$ cat config.mk
export PLATFORM = sky130hd
export DESIGN_NAME = wssu_top
export DESIGN_NICKNAME = d
export VERILOG_FILES = /design/src/logic/wssu_pkg.sv /design/src/logic/wssu_dec_if.sv /design/src/logic/wssu_decode.sv /design/src/logic/wssu_shifter.sv /design/src/logic/wssu_top.sv
export VERILOG_INCLUDE_DIRS = /design/src /design/src/logic
export SDC_FILE = /design/constraint.sdc
export NUM_CORES = 1
export LEC_CHECK = 0
export BUFFER_PORTS_ARGS = -buffer_cell sky130_fd_sc_hd__buf_2
export CAP_MARGIN = 40
export CORE_MARGIN = 2
export CORE_UTILIZATION = 30
export DETAILED_ROUTE_END_ITERATION = 10
export HOLD_SLACK_MARGIN = 0.05
export SLEW_MARGIN = 15
export SYNTH_ARGS = -nofsm -noshare
export SYNTH_HDL_FRONTEND = slang
export SYNTH_SLANG_ARGS = --single-unit
export TNS_END_PERCENT = 1
$ cat constraint.sdc
create_clock -name clk_sys -period 2.9 [get_ports clk_sys]
set_clock_uncertainty 0.05 [all_clocks]
set_input_delay 0.29 -clock clk_sys [delete_from_list [all_inputs] [get_ports clk_sys]]
set_output_delay 0.29 -clock clk_sys [all_outputs]
set_load 0.02 [all_outputs]
$ cat src/logic/wssu_defs.svh
// Constants for the word shift/subtract execution slice.
// Assumes the standard 32-bit instruction layout of the core.
`ifndef WSSU_DEFS_SVH
`define WSSU_DEFS_SVH
`define WSSU_OP_HI          31
`define WSSU_OP_LO          26
`define WSSU_FS_HI          25
`define WSSU_FS_LO          21
`define WSSU_SS_HI          20
`define WSSU_SS_LO          16
`define WSSU_DST_HI         15
`define WSSU_DST_LO         11
`define WSSU_AMT_HI         10
`define WSSU_AMT_LO         6
`define WSSU_FN_HI          5
`define WSSU_FN_LO          0
`define WSSU_OP_ZERO        6'h00
`define WSSU_FN_SLF         6'h00
`define WSSU_FN_SRLF        6'h02
`define WSSU_FN_SRAF        6'h03
`define WSSU_FN_SRLR        6'h06
`define WSSU_FN_SRAR        6'h07
`define WSSU_FN_SUBT        6'h22
`define WSSU_SSNOP_AMT      5'h01
`define WSSU_ZERO5          5'h00
`endif

$ cat src/logic/wssu_pkg.sv
// Types for the word shift/subtract execution slice.
// Assumes wssu_defs.svh is available on the include path.
package wssu_pkg;
    typedef enum logic [2:0]
    {
        WSSU_OP_NONE  = 3'h0,
        WSSU_OP_SRLF  = 3'h1,
        WSSU_OP_SRAF  = 3'h3,
        WSSU_OP_SRLR  = 3'h2,
        WSSU_OP_SRAR  = 3'h6,
        WSSU_OP_SUBT  = 3'h7,
        WSSU_OP_SSNOP = 3'h5
    } wssu_op_t;
endpackage : wssu_pkg

$ cat src/logic/wssu_dec_if.sv
// Decoded-operation bundle between decoder and datapath.
// Assumes one clock; all signals are combinational from the decoder.
`timescale 1ns/1ns
interface wssu_dec_if;
    import wssu_pkg::*;
    wssu_op_t    op;
    logic [4:0]  amount;
    logic [4:0]  dest;
    logic        arith;
    modport dec (output op, output amount, output dest, output arith);
    modport dp  (input op, input amount, input dest, input arith);
endinterface : wssu_dec_if

$ cat src/logic/wssu_decode.sv
// Instruction decoder for the shift/subtract slice.
// Assumes the instruction word and first source value are same-clock signals.
`timescale 1ns/1ns
`include "wssu_defs.svh"
module wssu_decode
    import wssu_pkg::*;
(
    // Instruction and first source value
    input  wire logic [31:0] instr,
    input  wire logic [31:0] first_source_val,
    // Decoded bundle
    wssu_dec_if.dec          dec
);
    // ==========================================================
    // Field extraction
    wire logic [5:0] opc     = instr[`WSSU_OP_HI:`WSSU_OP_LO];
    wire logic [5:0] fn      = instr[`WSSU_FN_HI:`WSSU_FN_LO];
    wire logic [4:0] fs_fld  = instr[`WSSU_FS_HI:`WSSU_FS_LO];
    wire logic [4:0] ss_fld  = instr[`WSSU_SS_HI:`WSSU_SS_LO];
    wire logic [4:0] dst_fld = instr[`WSSU_DST_HI:`WSSU_DST_LO];
    wire logic [4:0] amt_fld = instr[`WSSU_AMT_HI:`WSSU_AMT_LO];
    wire logic       zop     = (opc == `WSSU_OP_ZERO);
    wire logic       fs_z    = (fs_fld == `WSSU_ZERO5);
    wire logic       amt_z   = (amt_fld == `WSSU_ZERO5);
    // Encoding matches; reserved fields must be zero
    wire logic is_sraf  = zop && fn == `WSSU_FN_SRAF && fs_z;
    wire logic is_srar  = zop && fn == `WSSU_FN_SRAR && amt_z;
    wire logic is_srlf  = zop && fn == `WSSU_FN_SRLF && fs_z;
    wire logic is_srlr  = zop && fn == `WSSU_FN_SRLR && amt_z;
    wire logic is_subt  = zop && fn == `WSSU_FN_SUBT && amt_z;
    wire logic is_ssnop = zop && fn == `WSSU_FN_SLF && fs_z && ss_fld == `WSSU_ZERO5
                          && dst_fld == `WSSU_ZERO5 && amt_fld == `WSSU_SSNOP_AMT;
    wire logic is_var   = is_srar || is_srlr;
    // Operation select, priority order is moot since encodings are disjoint
    assign dec.op = is_ssnop ? WSSU_OP_SSNOP :
                    is_sraf  ? WSSU_OP_SRAF  :
                    is_srar  ? WSSU_OP_SRAR  :
                    is_srlf  ? WSSU_OP_SRLF  :
                    is_srlr  ? WSSU_OP_SRLR  :
                    is_subt  ? WSSU_OP_SUBT  : WSSU_OP_NONE;
    // Only bits 4..0 of the count register matter
    assign dec.amount = is_var ? first_source_val[4:0] : amt_fld;
    assign dec.dest   = dst_fld;
    assign dec.arith  = is_sraf || is_srar;
endmodule : wssu_decode

$ cat src/logic/wssu_shifter.sv
// Barrel right shifter, arithmetic or logical.
// Assumes a purely combinational use; no state.
`timescale 1ns/1ns
module wssu_shifter
(
    // Operand and control
    input  wire logic [31:0] src,
    input  wire logic [4:0]  amount,
    input  wire logic        arith,
    // Result
    output logic      [31:0] result
);
    // ==========================================================
    // Five log stages; fill bit is sign or zero
    wire logic fill = arith & src[31];
    logic [31:0] stage [0:5];
    assign stage[0] = src;
    genvar g;
    generate
        for (g = 0; g < 5; g++)
        begin : g_stage
            assign stage[g+1] = amount[g] ?
                {{(1 << g){fill}}, stage[g][31:(1 << g)]} : stage[g];
        end
    endgenerate
    // Zero count passes the word through
    assign result = stage[5];
endmodule : wssu_shifter

$ cat src/logic/wssu_top.sv
// Word shift/subtract execution slice: right shifts, trapping subtract,
// superscalar no-op issue break.
// Assumes decode/issue and the register file run on clk_sys and present
// instr_valid with operands already read; write port and exception outputs are registered one stage, issue controls are combinational.
`timescale 1ns/1ns
`include "wssu_defs.svh"
module wssu_top
    import wssu_pkg::*;
(
    // Clock, reset, enable
    input  wire logic        clk_sys,
    input  wire logic        rst_b,
    input  wire logic        clk_en,
    // Issue slot from decode/issue
    input  wire logic        instr_valid,
    input  wire logic [31:0] instr,
    input  wire logic [31:0] first_source_val,
    input  wire logic [31:0] second_source_val,
    // Issue control back to issue logic
    output logic             issue_solo,
    output logic             issue_hold_next,
    // Register write port
    output logic             wr_en_q,
    output logic [4:0]       wr_addr_q,
    output logic [31:0]      wr_data_q,
    // Exception
    output logic             ovf_exc_q
);
    // ==========================================================
    // Decode
    wssu_dec_if dec_bus ();
    wssu_decode u_decode
    (
        .instr            (instr),
        .first_source_val (first_source_val),
        .dec              (dec_bus.dec)
    );
    // ==========================================================
    // Shift datapath, operand is the second source register
    logic [31:0] shift_res;
    wssu_shifter u_shift
    (
        .src    (second_source_val),
        .amount (dec_bus.amount),
        .arith  (dec_bus.arith),
        .result (shift_res)
    );
    // ==========================================================
    // Subtract with 33-bit sign-extended operands
    wire logic [32:0] diff   = {first_source_val[31], first_source_val}
                             - {second_source_val[31], second_source_val};
    wire logic        ovf    = diff[32] ^ diff[31];
    wire logic        take   = instr_valid && clk_en;
    wire logic        is_sub = dec_bus.op == WSSU_OP_SUBT;
    wire logic        is_nop = dec_bus.op == WSSU_OP_SSNOP;
    wire logic        is_shf = dec_bus.op inside {WSSU_OP_SRAF, WSSU_OP_SRAR,
                                                  WSSU_OP_SRLF, WSSU_OP_SRLR};
    // Write only for shifts or non-overflowing subtract; the no-op writes nothing
    wire logic        wr_d   = take && (is_shf || (is_sub && !ovf));
    wire logic        exc_d  = take && is_sub && ovf;
    wire logic [31:0] data_d = is_sub ? diff[31:0] : shift_res;
    // ==========================================================
    // Issue-break signalling: combinational so no stall is added
    assign issue_solo      = instr_valid && is_nop;
    assign issue_hold_next = instr_valid && is_nop;
    // ==========================================================
    // Result stage; data held frozen while clock enable is low
    always_ff @(posedge clk_sys or negedge rst_b)
    begin
        if (!rst_b)
        begin
            wr_en_q   <= 1'b0;
            wr_addr_q <= 5'h00;
            wr_data_q <= 32'h0000_0000;
            ovf_exc_q <= 1'b0;
        end
        else if (clk_en)
        begin
            wr_en_q   <= wr_d;
            wr_addr_q <= dec_bus.dest;
            wr_data_q <= data_d;
            ovf_exc_q <= exc_d;
        end
    end
    // ==========================================================
    // Checks
    sub_ovf_nowrite_a: assert property (@(posedge clk_sys) disable iff (!rst_b)
        clk_en && instr_valid && is_sub && ovf |=> ovf_exc_q && !wr_en_q)
        else $error("overflow subtract wrote or missed exception");
    sub_result_a: assert property (@(posedge clk_sys) disable iff (!rst_b)
        clk_en && instr_valid && is_sub && !ovf |=>
            wr_en_q && wr_data_q == $past(first_source_val) - $past(second_source_val))
        else $error("subtract result wrong");
    sub_ovf_detect_a: assert property (@(posedge clk_sys) disable iff (!rst_b)
        clk_en && instr_valid && is_sub |=> ovf_exc_q ==
            (($past(first_source_val[31]) != $past(second_source_val[31])) &&
             ($past(first_source_val[31]) != $past(data_d[31]))))
        else $error("overflow detection wrong");

    // Shift results against a plain reference shift
    arith_fixed_a: assert property (@(posedge clk_sys) disable iff (!rst_b)
        clk_en && instr_valid && dec_bus.op == WSSU_OP_SRAF |=>
            wr_data_q == 32'($signed($past(second_source_val)) >>> $past(instr[10:6])))
        else $error("fixed arithmetic shift wrong");

    arith_var_a: assert property (@(posedge clk_sys) disable iff (!rst_b)
        clk_en && instr_valid && dec_bus.op == WSSU_OP_SRAR |=>
            wr_data_q == 32'($signed($past(second_source_val)) >>> $past(first_source_val[4:0])))
        else $error("variable arithmetic shift wrong");

    logic_fixed_a: assert property (@(posedge clk_sys) disable iff (!rst_b)
        clk_en && instr_valid && dec_bus.op == WSSU_OP_SRLF |=>
            wr_data_q == ($past(second_source_val) >> $past(instr[10:6])))
        else $error("fixed logical shift wrong");

    logic_var_a: assert property (@(posedge clk_sys) disable iff (!rst_b)
        clk_en && instr_valid && dec_bus.op == WSSU_OP_SRLR |=>
            wr_data_q == ($past(second_source_val) >> $past(first_source_val[4:0])))
        else $error("variable logical shift wrong");

    // Shift write port and the issue-break no-op
    shift_dest_a: assert property (@(posedge clk_sys) disable iff (!rst_b)
        clk_en && instr_valid && is_shf |=> wr_en_q && !ovf_exc_q && wr_addr_q == $past(instr[15:11]))
        else $error("shift destination or exception wrong");

    ssnop_quiet_a: assert property (@(posedge clk_sys) disable iff (!rst_b)
        clk_en && instr_valid && instr == 32'h0000_0040 |-> issue_solo ##1 !wr_en_q && !ovf_exc_q)
        else $error("issue-break no-op not recognised or changed state");

    // ==========================================================
    // Reference decode for the checks, taken straight from the word
    // so that a slip in the decoder cannot hide behind itself
    wire logic [5:0] chk_fn    = instr[`WSSU_FN_HI:`WSSU_FN_LO];
    wire logic       chk_zop   = instr[`WSSU_OP_HI:`WSSU_OP_LO] == `WSSU_OP_ZERO;
    wire logic       chk_hi0   = instr[`WSSU_FS_HI:`WSSU_FS_LO] == `WSSU_ZERO5;
    wire logic       chk_mid0  = instr[`WSSU_AMT_HI:`WSSU_AMT_LO] == `WSSU_ZERO5;
    wire logic       chk_fixed = chk_zop && chk_hi0 &&
                                 (chk_fn == `WSSU_FN_SRAF || chk_fn == `WSSU_FN_SRLF);
    wire logic       chk_var   = chk_zop && chk_mid0 &&
                                 (chk_fn == `WSSU_FN_SRAR || chk_fn == `WSSU_FN_SRLR);
    wire logic       chk_sub   = chk_zop && chk_mid0 && chk_fn == `WSSU_FN_SUBT;
    wire logic       chk_brk   = instr == {21'h0, `WSSU_SSNOP_AMT, `WSSU_FN_SLF};
    wire logic       chk_known = chk_fixed || chk_var || chk_sub || chk_brk;
    wire logic [4:0] chk_fcnt  = instr[`WSSU_AMT_HI:`WSSU_AMT_LO];
    wire logic [4:0] chk_vcnt  = first_source_val[4:0];
    wire logic [4:0] chk_dst   = instr[`WSSU_DST_HI:`WSSU_DST_LO];

    // ==========================================================
    // Decoder against the reference, every cycle
    brk_decode_a: assert property (@(posedge clk_sys) disable iff (!rst_b)
        is_nop == chk_brk)
        else $error("issue-break no-op decode wrong");

    fixed_decode_a: assert property (@(posedge clk_sys) disable iff (!rst_b)
        chk_fixed == (dec_bus.op inside {WSSU_OP_SRAF, WSSU_OP_SRLF}))
        else $error("fixed shift decode wrong");

    var_decode_a: assert property (@(posedge clk_sys) disable iff (!rst_b)
        chk_var == (dec_bus.op inside {WSSU_OP_SRAR, WSSU_OP_SRLR}))
        else $error("variable shift decode wrong");

    sub_decode_a: assert property (@(posedge clk_sys) disable iff (!rst_b)
        is_sub == chk_sub)
        else $error("trapping subtract decode wrong");

    // Shift count source; upper count-register bits must not leak in
    fixed_count_a: assert property (@(posedge clk_sys) disable iff (!rst_b)
        chk_fixed |-> dec_bus.amount == chk_fcnt)
        else $error("fixed shift count not from the amount field");

    var_count_a: assert property (@(posedge clk_sys) disable iff (!rst_b)
        chk_var |-> dec_bus.amount == chk_vcnt)
        else $error("variable shift count not from the low five bits");

    // ==========================================================
    // Result stage behaviour per kind of slot
    shift_noexc_a: assert property (@(posedge clk_sys) disable iff (!rst_b)
        clk_en && instr_valid && (chk_fixed || chk_var) |=> wr_en_q && !ovf_exc_q)
        else $error("shift raised an exception or did not write");

    zero_pass_a: assert property (@(posedge clk_sys) disable iff (!rst_b)
        clk_en && instr_valid && (chk_fixed || chk_var) && dec_bus.amount == 5'h00 |=>
            wr_data_q == $past(second_source_val))
        else $error("zero-count shift altered the word");

    sub_dest_a: assert property (@(posedge clk_sys) disable iff (!rst_b)
        clk_en && instr_valid && chk_sub && !ovf |=>
            wr_en_q && wr_addr_q == $past(chk_dst))
        else $error("subtract destination wrong");

    // Equal signs can never overflow a subtract
    sub_nowrap_a: assert property (@(posedge clk_sys) disable iff (!rst_b)
        clk_en && instr_valid && chk_sub &&
            first_source_val[31] == second_source_val[31] |=> wr_en_q && !ovf_exc_q)
        else $error("subtract flagged overflow with equal signs");

    refused_quiet_a: assert property (@(posedge clk_sys) disable iff (!rst_b)
        clk_en && instr_valid && !chk_known |=> !wr_en_q && !ovf_exc_q)
        else $error("unrecognised encoding wrote or trapped");

    idle_quiet_a: assert property (@(posedge clk_sys) disable iff (!rst_b)
        clk_en && !instr_valid |=> !wr_en_q && !ovf_exc_q)
        else $error("empty slot wrote or trapped");

    // ==========================================================
    // Issue-break signalling, same cycle, nothing else stalled
    brk_issue_a: assert property (@(posedge clk_sys) disable iff (!rst_b)
        instr_valid && chk_brk |-> issue_solo && issue_hold_next)
        else $error("issue break not signalled");

    brk_nostall_a: assert property (@(posedge clk_sys) disable iff (!rst_b)
        !(instr_valid && chk_brk) |-> !issue_solo && !issue_hold_next)
        else $error("issue break signalled without the no-op");

    // ==========================================================
    // Clock enable low freezes the result stage
    enable_hold_a: assert property (@(posedge clk_sys) disable iff (!rst_b)
        !clk_en |=> $stable(wr_en_q) && $stable(wr_addr_q) &&
            $stable(wr_data_q) && $stable(ovf_exc_q))
        else $error("result stage moved while clock enable low");

    // No disable here, since reset is what this one watches
    reset_clear_a: assert property (@(posedge clk_sys)
        !rst_b |-> !wr_en_q && !ovf_exc_q &&
            wr_addr_q == 5'h00 && wr_data_q == 32'h0000_0000)
        else $error("result stage not cleared in reset");
endmodule : wssu_top

==> results of run 1 <==
## synth_stat cells, types with 3 or more instances
master     count
a2111oi_0      4
a211o_1        3
a211oi_1      18
a21o_1        25
a21oi_1       70
a221o_1        4
a22oi_1        7
a31o_2         6
a31oi_1       19
and3_1         9
buf_1          5
buf_2          7
buf_4          3
buf_6          5
clkbuf_1      27
dfrtp_1       39
ha_1          32
inv_1         39
mux2_2         8
mux2i_1       79
nand2_1       78
nand2b_1       5
nand3_1       20
nand4_1        6
nor2_1        45
nor2b_1        7
nor3_1        12
nor3b_1        3
nor4_1         6
o2111ai_1      3
o211ai_1       8
o21ai_0       44
o221ai_1       4
o22ai_1        4
o2bb2ai_1      4
o31ai_1        3
or3_1          9
xnor2_1       15
xor2_1        11
## final cells by class
cell class / count / area (um^2) / share of cell area (%)
clock buffers: 5 / 125.1 / 1.516
well taps: 229 / 286.5 / 3.471
inverters: 39 / 146.4 / 1.773
repair buffers: 328 / 2245 / 27.19
flip-flops and latches: 39 / 975.9 / 11.82
multi-input cells: 609 / 4433 / 53.70
clock inverters: 3 / 43.79 / 0.5305
## flip-flops by register name, summed over array words and instances (netlist names)
| signal | flops |
|---|---|
| ovf_exc_q | 1 |
| wr_addr_q | 5 |
| wr_data_q | 32 |
| wr_en_q | 1 |
## cell usage in the layout, fill, tap and decap left out, types with 11 or more instances in the layout
| cell type | netlist | routed |
|---|---|---|
| buf_4 | 3 | 175 |
| buf_2 | 7 | 139 |
| nand2_1 | 78 | 78 |
| mux2i_1 | 79 | 71 |
| a21oi_1 | 70 | 62 |
| nor2_1 | 45 | 45 |
| inv_1 | 39 | 39 |
| dfrtp_1 | 39 | 39 |
| o21ai_0 | 44 | 37 |
| ha_1 | 32 | 31 |
| a21o_1 | 25 | 25 |
| nand3_1 | 20 | 20 |
| a31oi_1 | 19 | 16 |
| xnor2_1 | 15 | 15 |
| a211oi_1 | 18 | 12 |
| nor3_1 | 12 | 11 |
| xor2_1 | 11 | 11 |
## per-layer routing
metal	wire length (um)	track usage, %	share of wire (%)	up-vias
met1	10690	31.30	46	3186
li1	-	-	-	3316
met3	1516	2.974	6.5	42
met2	10350	36.89	45	244
met5	0	0	0	-
met4	675	7.815	2.9	0
## stage by stage
stage               cells  util (%)  setup WS (ns)
finish               1252     45.65       0.007371
global route         1252     45.65       -0.08765
CTS                  1248     44.60       0.003721
detailed placement   1237     43.27        -0.4102
global placement     1236     43.15        -0.3789
floorplan             734         -        0.03652
## how the worst min path moves through the flow
stage / start / cells past startpoint / slack [ns] / to
2_1_floorplan: rst_b / 0 / -0.06 / ovf_exc_q
3_5_place_dp: rst_b / 1 / 0.12 / wr_data_q[11]
5_1_grt: instr[15] / 2 / 0.20 / wr_addr_q[4]
4_1_cts: instr[15] / 2 / 0.20 / wr_addr_q[4]
6_report: instr[15] / 2 / 0.20 / wr_addr_q[4]
3_3_place_gp: rst_b / 1 / 0.43 / wr_data_q[1]
## power groups by stage
| stage | combinational [W] | clock [W] | sequential, W |
|---|---|---|---|
| after global routing | 0.00159 | 0.000679 | 0.000645 |
| after floorplan | 0.000663 | 0 | 0.000712 |
| after detailed placement | 0.00140 | 0 | 0.000649 |
| final | 0.00148 | 0.000647 | 0.000639 |
| after global placement | 0.00140 | 0 | 0.000649 |
| after CTS | 0.00143 | 0.000658 | 0.000639 |
## worst max-delay path: stages
cell and delay, ns:
buf_6 0.09, or4_4 0.55, nor4b_4 0.38, a31o_1 0.26
buf_12 0.15, buf_4 0.13, mux2i_2 0.22, a221oi_2 0.09
buf_4 0.17, a211oi_2 0.23, a21oi_2 0.07, buf_4 0.14
a211oi_2 0.26
## logic make-up (layout without fill, tap and decap cells)
group | after synthesis | count (layout) | synth area share, %
XOR/XNOR | 26 | 26 | 4.091
adder cells (fa/ha/maj) | 33 | 33 | 7.552
buffers and inverters | 86 | 375 | 6.833
flip-flops | 39 | 39 | 17.53
multiplexers | 88 | 88 | 16.07
AO/OA/AOI/OAI | 249 | 249 | 29.31
AND/OR/NAND/NOR | 213 | 213 | 18.61
## what timing repair did
action | in CTS | in global routing
endpoints found under the setup margin | 15 | 32
hold buffers | 1 | 0
resized for setup | 12 | 39
pin swaps | 3 | 15
setup buffers | 2 | 4
endpoints found under the hold margin | 7 | 0
==> flow_summary.yaml, run 1 <==
pwr:
  power_switching_share_pct: 39.21
  intPower_w: 0.001683
  p_sw_w: 0.001086
  clockPowerShare_pct: 23.4
  ir_worst_vdd_mv: 0.2962
  power_density_nw_per_um2: 335.4
  p_comb_share_pct: 53.6
  power.leakage_nw: 4.180
  power_w: 0.002769
  pwr-share-seq_pct: 23.1
setup_path:
  start_kind: "input port"
  crit_start: "instr[27]"
  arrival_ns: 3.03
  cp_data_required_time_ns: 3.04
  crit_end: "wr_data_q[5]"
  regToRegStartpoint: "wr_data_q[9]"
  r2r_end: "wr_data_q[9]"
  path_class: "in2reg"
  reg2regPathDepth: 2
  r2r_slack_ns: 1.83
  worstPathMaxFanout: 9
  cp-end-kind: "register"
route:
  wl_per_cell_um: 18.55
  drtIter0Drc: 450
  route.vias.total: 6788
  antenna_left: 0
  drt_pre_antenna_iters: 5
  post-route-drc-count: 0
  routed_wl_um: 23230
  via_per_inst: 5.422
placement:
  place_congestion: 0.9670
  io_buffers: 140
  dpl_cell_area_um2: 7825
  dp_hpwl_um: 19520
die:
  start_util_pct: 30.78
  rows: 49
  io_pins: 141
  core_um2: 18090
  die-area_um2: 19660
  die_h_um: 140.2
  dieWidth_um: 140.2
clock_network:
  ctsRootBufferMaster: "clkbuf_16"
  cts_buffers: 5
  cts.clk_slew.worst_paths_ns: 0.06
  cts_buffer_depth: 2
  insertion_delay_ns: 0.29
  cts_tree: "yes"
  cts_sinks: 39
  cts-htree-levels: 2
synth:
  async_flop_share_pct: 100.0
  synth_top_area_share_pct: 17.53
  synth_seq_area_share_pct: 17.53
  synth_fp_nets: 867
  synth_area_leaders: "dfrtp_1, mux2i_1, ha_1, a21oi_1, nand2_1"
  synthFlopType: "dfrtp_1"
  avgSynthCellArea_um2: 7.584
  ys_ff_latch: 39
  ys_warn_count: 0
  synth_area_um2: 5567
  synth_top_area_cell: "dfrtp_1"
  syn_inst: 734
  synth_cell_types: 70
  synth_edf_count: 0
sta:
  finalHoldViolCount: 0
  whs_ns: 0.1984
  tightestPinTransition_ns: 0.5553
  slew_violations: 0
  relSlewSlack_pct: 62.81
  period_share_pct: 99.75
  rsz0062_at_grt: "yes"
  setup_tns_ns: 0
  min_period_ns: 2.893
  fmaxAchievable_ghz: 0.3457
  setup_viol: 0
global_routing:
  overflow: 0
  grt_pass1_vias: 6602
  grt_max_degree: 33
  grt_usage_pct: 22.79
  grt_antenna_before_repair: 0
  grt_pass1_wl_um: 35500
final_layout:
  n_fill_cell: 1866
  antenna_cells: 0
  num-nets-final: 1155
  layout-drive-gt1-share_pct: 38.61
  syn2layout_area_growth_pct: 48.30
  design_area_um2: 8255
run_status:
  status: "completed"
hold_path:
  holdCritPathClass: "in2reg"
flow_run:
  max_cap_viol_count: 0
Note: power is estimated with default switching activity, not from simulation.
==> inputs of run 2 (changes only) <==
--- a/config.mk
+++ b/config.mk
@@ -8,10 +8,13 @@
 export LEC_CHECK = 0
 export BUFFER_PORTS_ARGS = -buffer_cell sky130_fd_sc_hd__buf_2
 export CAP_MARGIN = 40
+export CELL_PAD_IN_SITES_DETAIL_PLACEMENT = 1
+export CELL_PAD_IN_SITES_GLOBAL_PLACEMENT = 1
 export CORE_MARGIN = 2
-export CORE_UTILIZATION = 30
+export CORE_UTILIZATION = 40
 export DETAILED_ROUTE_END_ITERATION = 10
 export HOLD_SLACK_MARGIN = 0.05
+export PLACE_DENSITY_LB_ADDON = 0.1
 export SLEW_MARGIN = 15
 export SYNTH_ARGS = -nofsm -noshare
 export SYNTH_HDL_FRONTEND = slang
==> flow_summary.yaml, run 2 (same netlist as run 1, synthesis figures left out) <==
run_status:
  status: "complete, but fails checks"
  violations: "negative setup slack"
sta:
  relSlewSlack_pct: 57.26
  tightestPinTransition_ns: 0.6249
  setup_slack_ns: -0.1082
  setup_viol: 6
  finalHoldViolCount: 0
  period_share_pct: 103.7
  slew_violations: 0
  rsz0062_at_grt: "yes"
  setup_tns_ns: -0.2711
  fmaxAchievable_ghz: 0.3324
  min_period_ns: 3.008
pwr:
  power.leakage_nw: 4.334
  ir_worst_vdd_mv: 0.1898
  power_density_nw_per_um2: 334.7
global_routing:
  grt_max_degree: 43
  overflow: 0
  use_met2_pct: 71.05
  grt_pass1_vias: 8108
  top_usage_layer: "met2"
  grt_pass1_wl_um: 44860
  use_met3_pct: 4.448
  grt_antenna_before_repair: 0
  grt_usage_pct: 39.53
  gr-usage-met1_pct: 47.35
setup_path:
  r2r_slack_ns: 1.86
  reg2regPathDepth: 3
  cp_data_required_time_ns: 2.99
  path_class: "in2reg"
  cp-end-kind: "register"
  worstPathMaxFanout: 7
  start_kind: "input port"
  r2r_end: "wr_data_q[26]"
  regToRegStartpoint: "wr_data_q[26]"
  arrival_ns: 3.10
die:
  io_pins: 141
  die_h_um: 122.0
  rows: 43
  core_um2: 13720
  start_util_pct: 40.57
  die-area_um2: 14880
  dieWidth_um: 122.0
route:
  route.vias.total: 7787
  post-route-drc-count: 0
  routed_wl_um: 31180
  antenna_left: 0
  wl_per_cell_um: 25.33
  drt_pre_antenna_iters: 7
  via_per_inst: 6.326
  drtIter0Drc: 635
clock_network:
  cts-htree-levels: 2
  cts_sinks: 39
  cts_buffers: 5
  cts_tree: "yes"
  cts_buffer_depth: 2
  cts.clk_slew.worst_paths_ns: 0.06
  insertion_delay_ns: 0.28
  ctsRootBufferMaster: "clkbuf_16"
placement:
  io_buffers: 140
  dp_hpwl_um: 23790
  place_congestion: 1.001
  place_inst: 1208
final_layout:
  layout_common_cells: "buf_4, buf_2, nand2_1, a21oi_1, mux2i_1"
  syn2layout_area_growth_pct: 55.59
  top_register: "wr_data_q"
  final_common_cell: "buf_4"
  layoutNonFillerInstCount: 1231
  n_fill_cell: 1693
  antenna_cells: 0
  largest_reg_flops: 32
  post-route-util_pct: 63.13
  num-nets-final: 1184
  layout-drive-gt1-share_pct: 42.82
  reg_top3: "wr_data_q x32, wr_addr_q x5"
flow_run:
  max_cap_viol_count: 0
hold_path:
  min-delay-start: "instr[11]"
  holdCritPathClass: "in2reg"
  worstHoldEndpoint: "wr_addr_q[0]"
  worstHoldPathCells: 2
==> run 2: changes by cell type in the layout (fill, tap and decap cells not counted), moves of 3 or more <==
cell     change
buf_4       +23
buf_6        +3
mux2i_1     -14
mux2i_2      +6
mux2i_4      +8
o21ai_0      -4
==> run 2: power breakdown <==
| part | internal (W) | total [W] | switching [W] |
|---|---|---|---|
| combinational | 0.000740 | 0.00169 | 0.000948 |
| clock | 0.000336 | 0.000567 | 0.000231 |
| sequential | 0.000602 | 0.000643 | 0.0000417 |
| total | 0.00168 | 0.00290 | 0.00122 |
==> run 2: how the worst max path moves through the flow <==
stage                     slack [ns]                  from       endpoint
after floorplan                 0.04             instr[27]  wr_data_q[22]
after global placement         -0.54              instr[5]  wr_data_q[24]
after detailed placement       -0.57              instr[5]  wr_data_q[24]
after CTS                      -0.05  second_source_val[1]      ovf_exc_q
after global routing           -0.17             instr[27]   wr_data_q[3]
final                          -0.11             instr[10]   wr_data_q[3]
==> run 2: routing by layer <==
layer,part of all wire (%),routed length [um]
met5,0,0
met4,5.3,1644
met3,6.5,2036
met2,49,15420
met1,39,12070
==> run 2: layout make-up <==
type / count / area [um^2] / share of cell area [%]
sequential: 39 / 975.9 / 11.27
clock buffer: 6 / 138.9 / 1.604
tap: 180 / 225.2 / 2.600
multi-input combinational: 609 / 4633 / 53.50
inverter: 39 / 146.4 / 1.690
clock inverter: 1 / 5.005 / 0.05779
timing repair buffer: 357 / 2536 / 29.28
==> run 2: per-stage QoR <==
stage	power, W	hold slack [ns]	instance area (um^2)	setup WS (ns)
final	0.002899	0.2094	8661	-0.1082
after global routing	0.003006	0.2105	8661	-0.1683
after CTS	0.002766	0.2111	8378	-0.05064
after floorplan	0.001375	-0.05559	5573	0.03652
after global placement	0.002060	0.4126	7906	-0.5421
after detailed placement	0.002139	0.1857	7926	-0.5730
==> run 2: timing repair <==
action | CTS | global route
hold endpoints to repair | 14 | 0
gates resized for setup | 46 | 53
hold buffers | 1 | 0
endpoints found under the setup margin | 29 | 32
setup buffers | 8 | 6
gates cloned | 2 | 0
pin swaps | 18 | 26
==> run 2: critical path: stages <==
cell	delay, ns
buf_6	0.09
or4_4	0.56
nor3_4	0.27
buf_12	0.16
a31o_4	0.15
buf_12	0.14
buf_8	0.14
mux2i_2	0.23
mux2i_1	0.15
buf_4	0.17
a21oi_1	0.18
mux2i_1	0.17
o22ai_1	0.26
o21ai_0	0.14
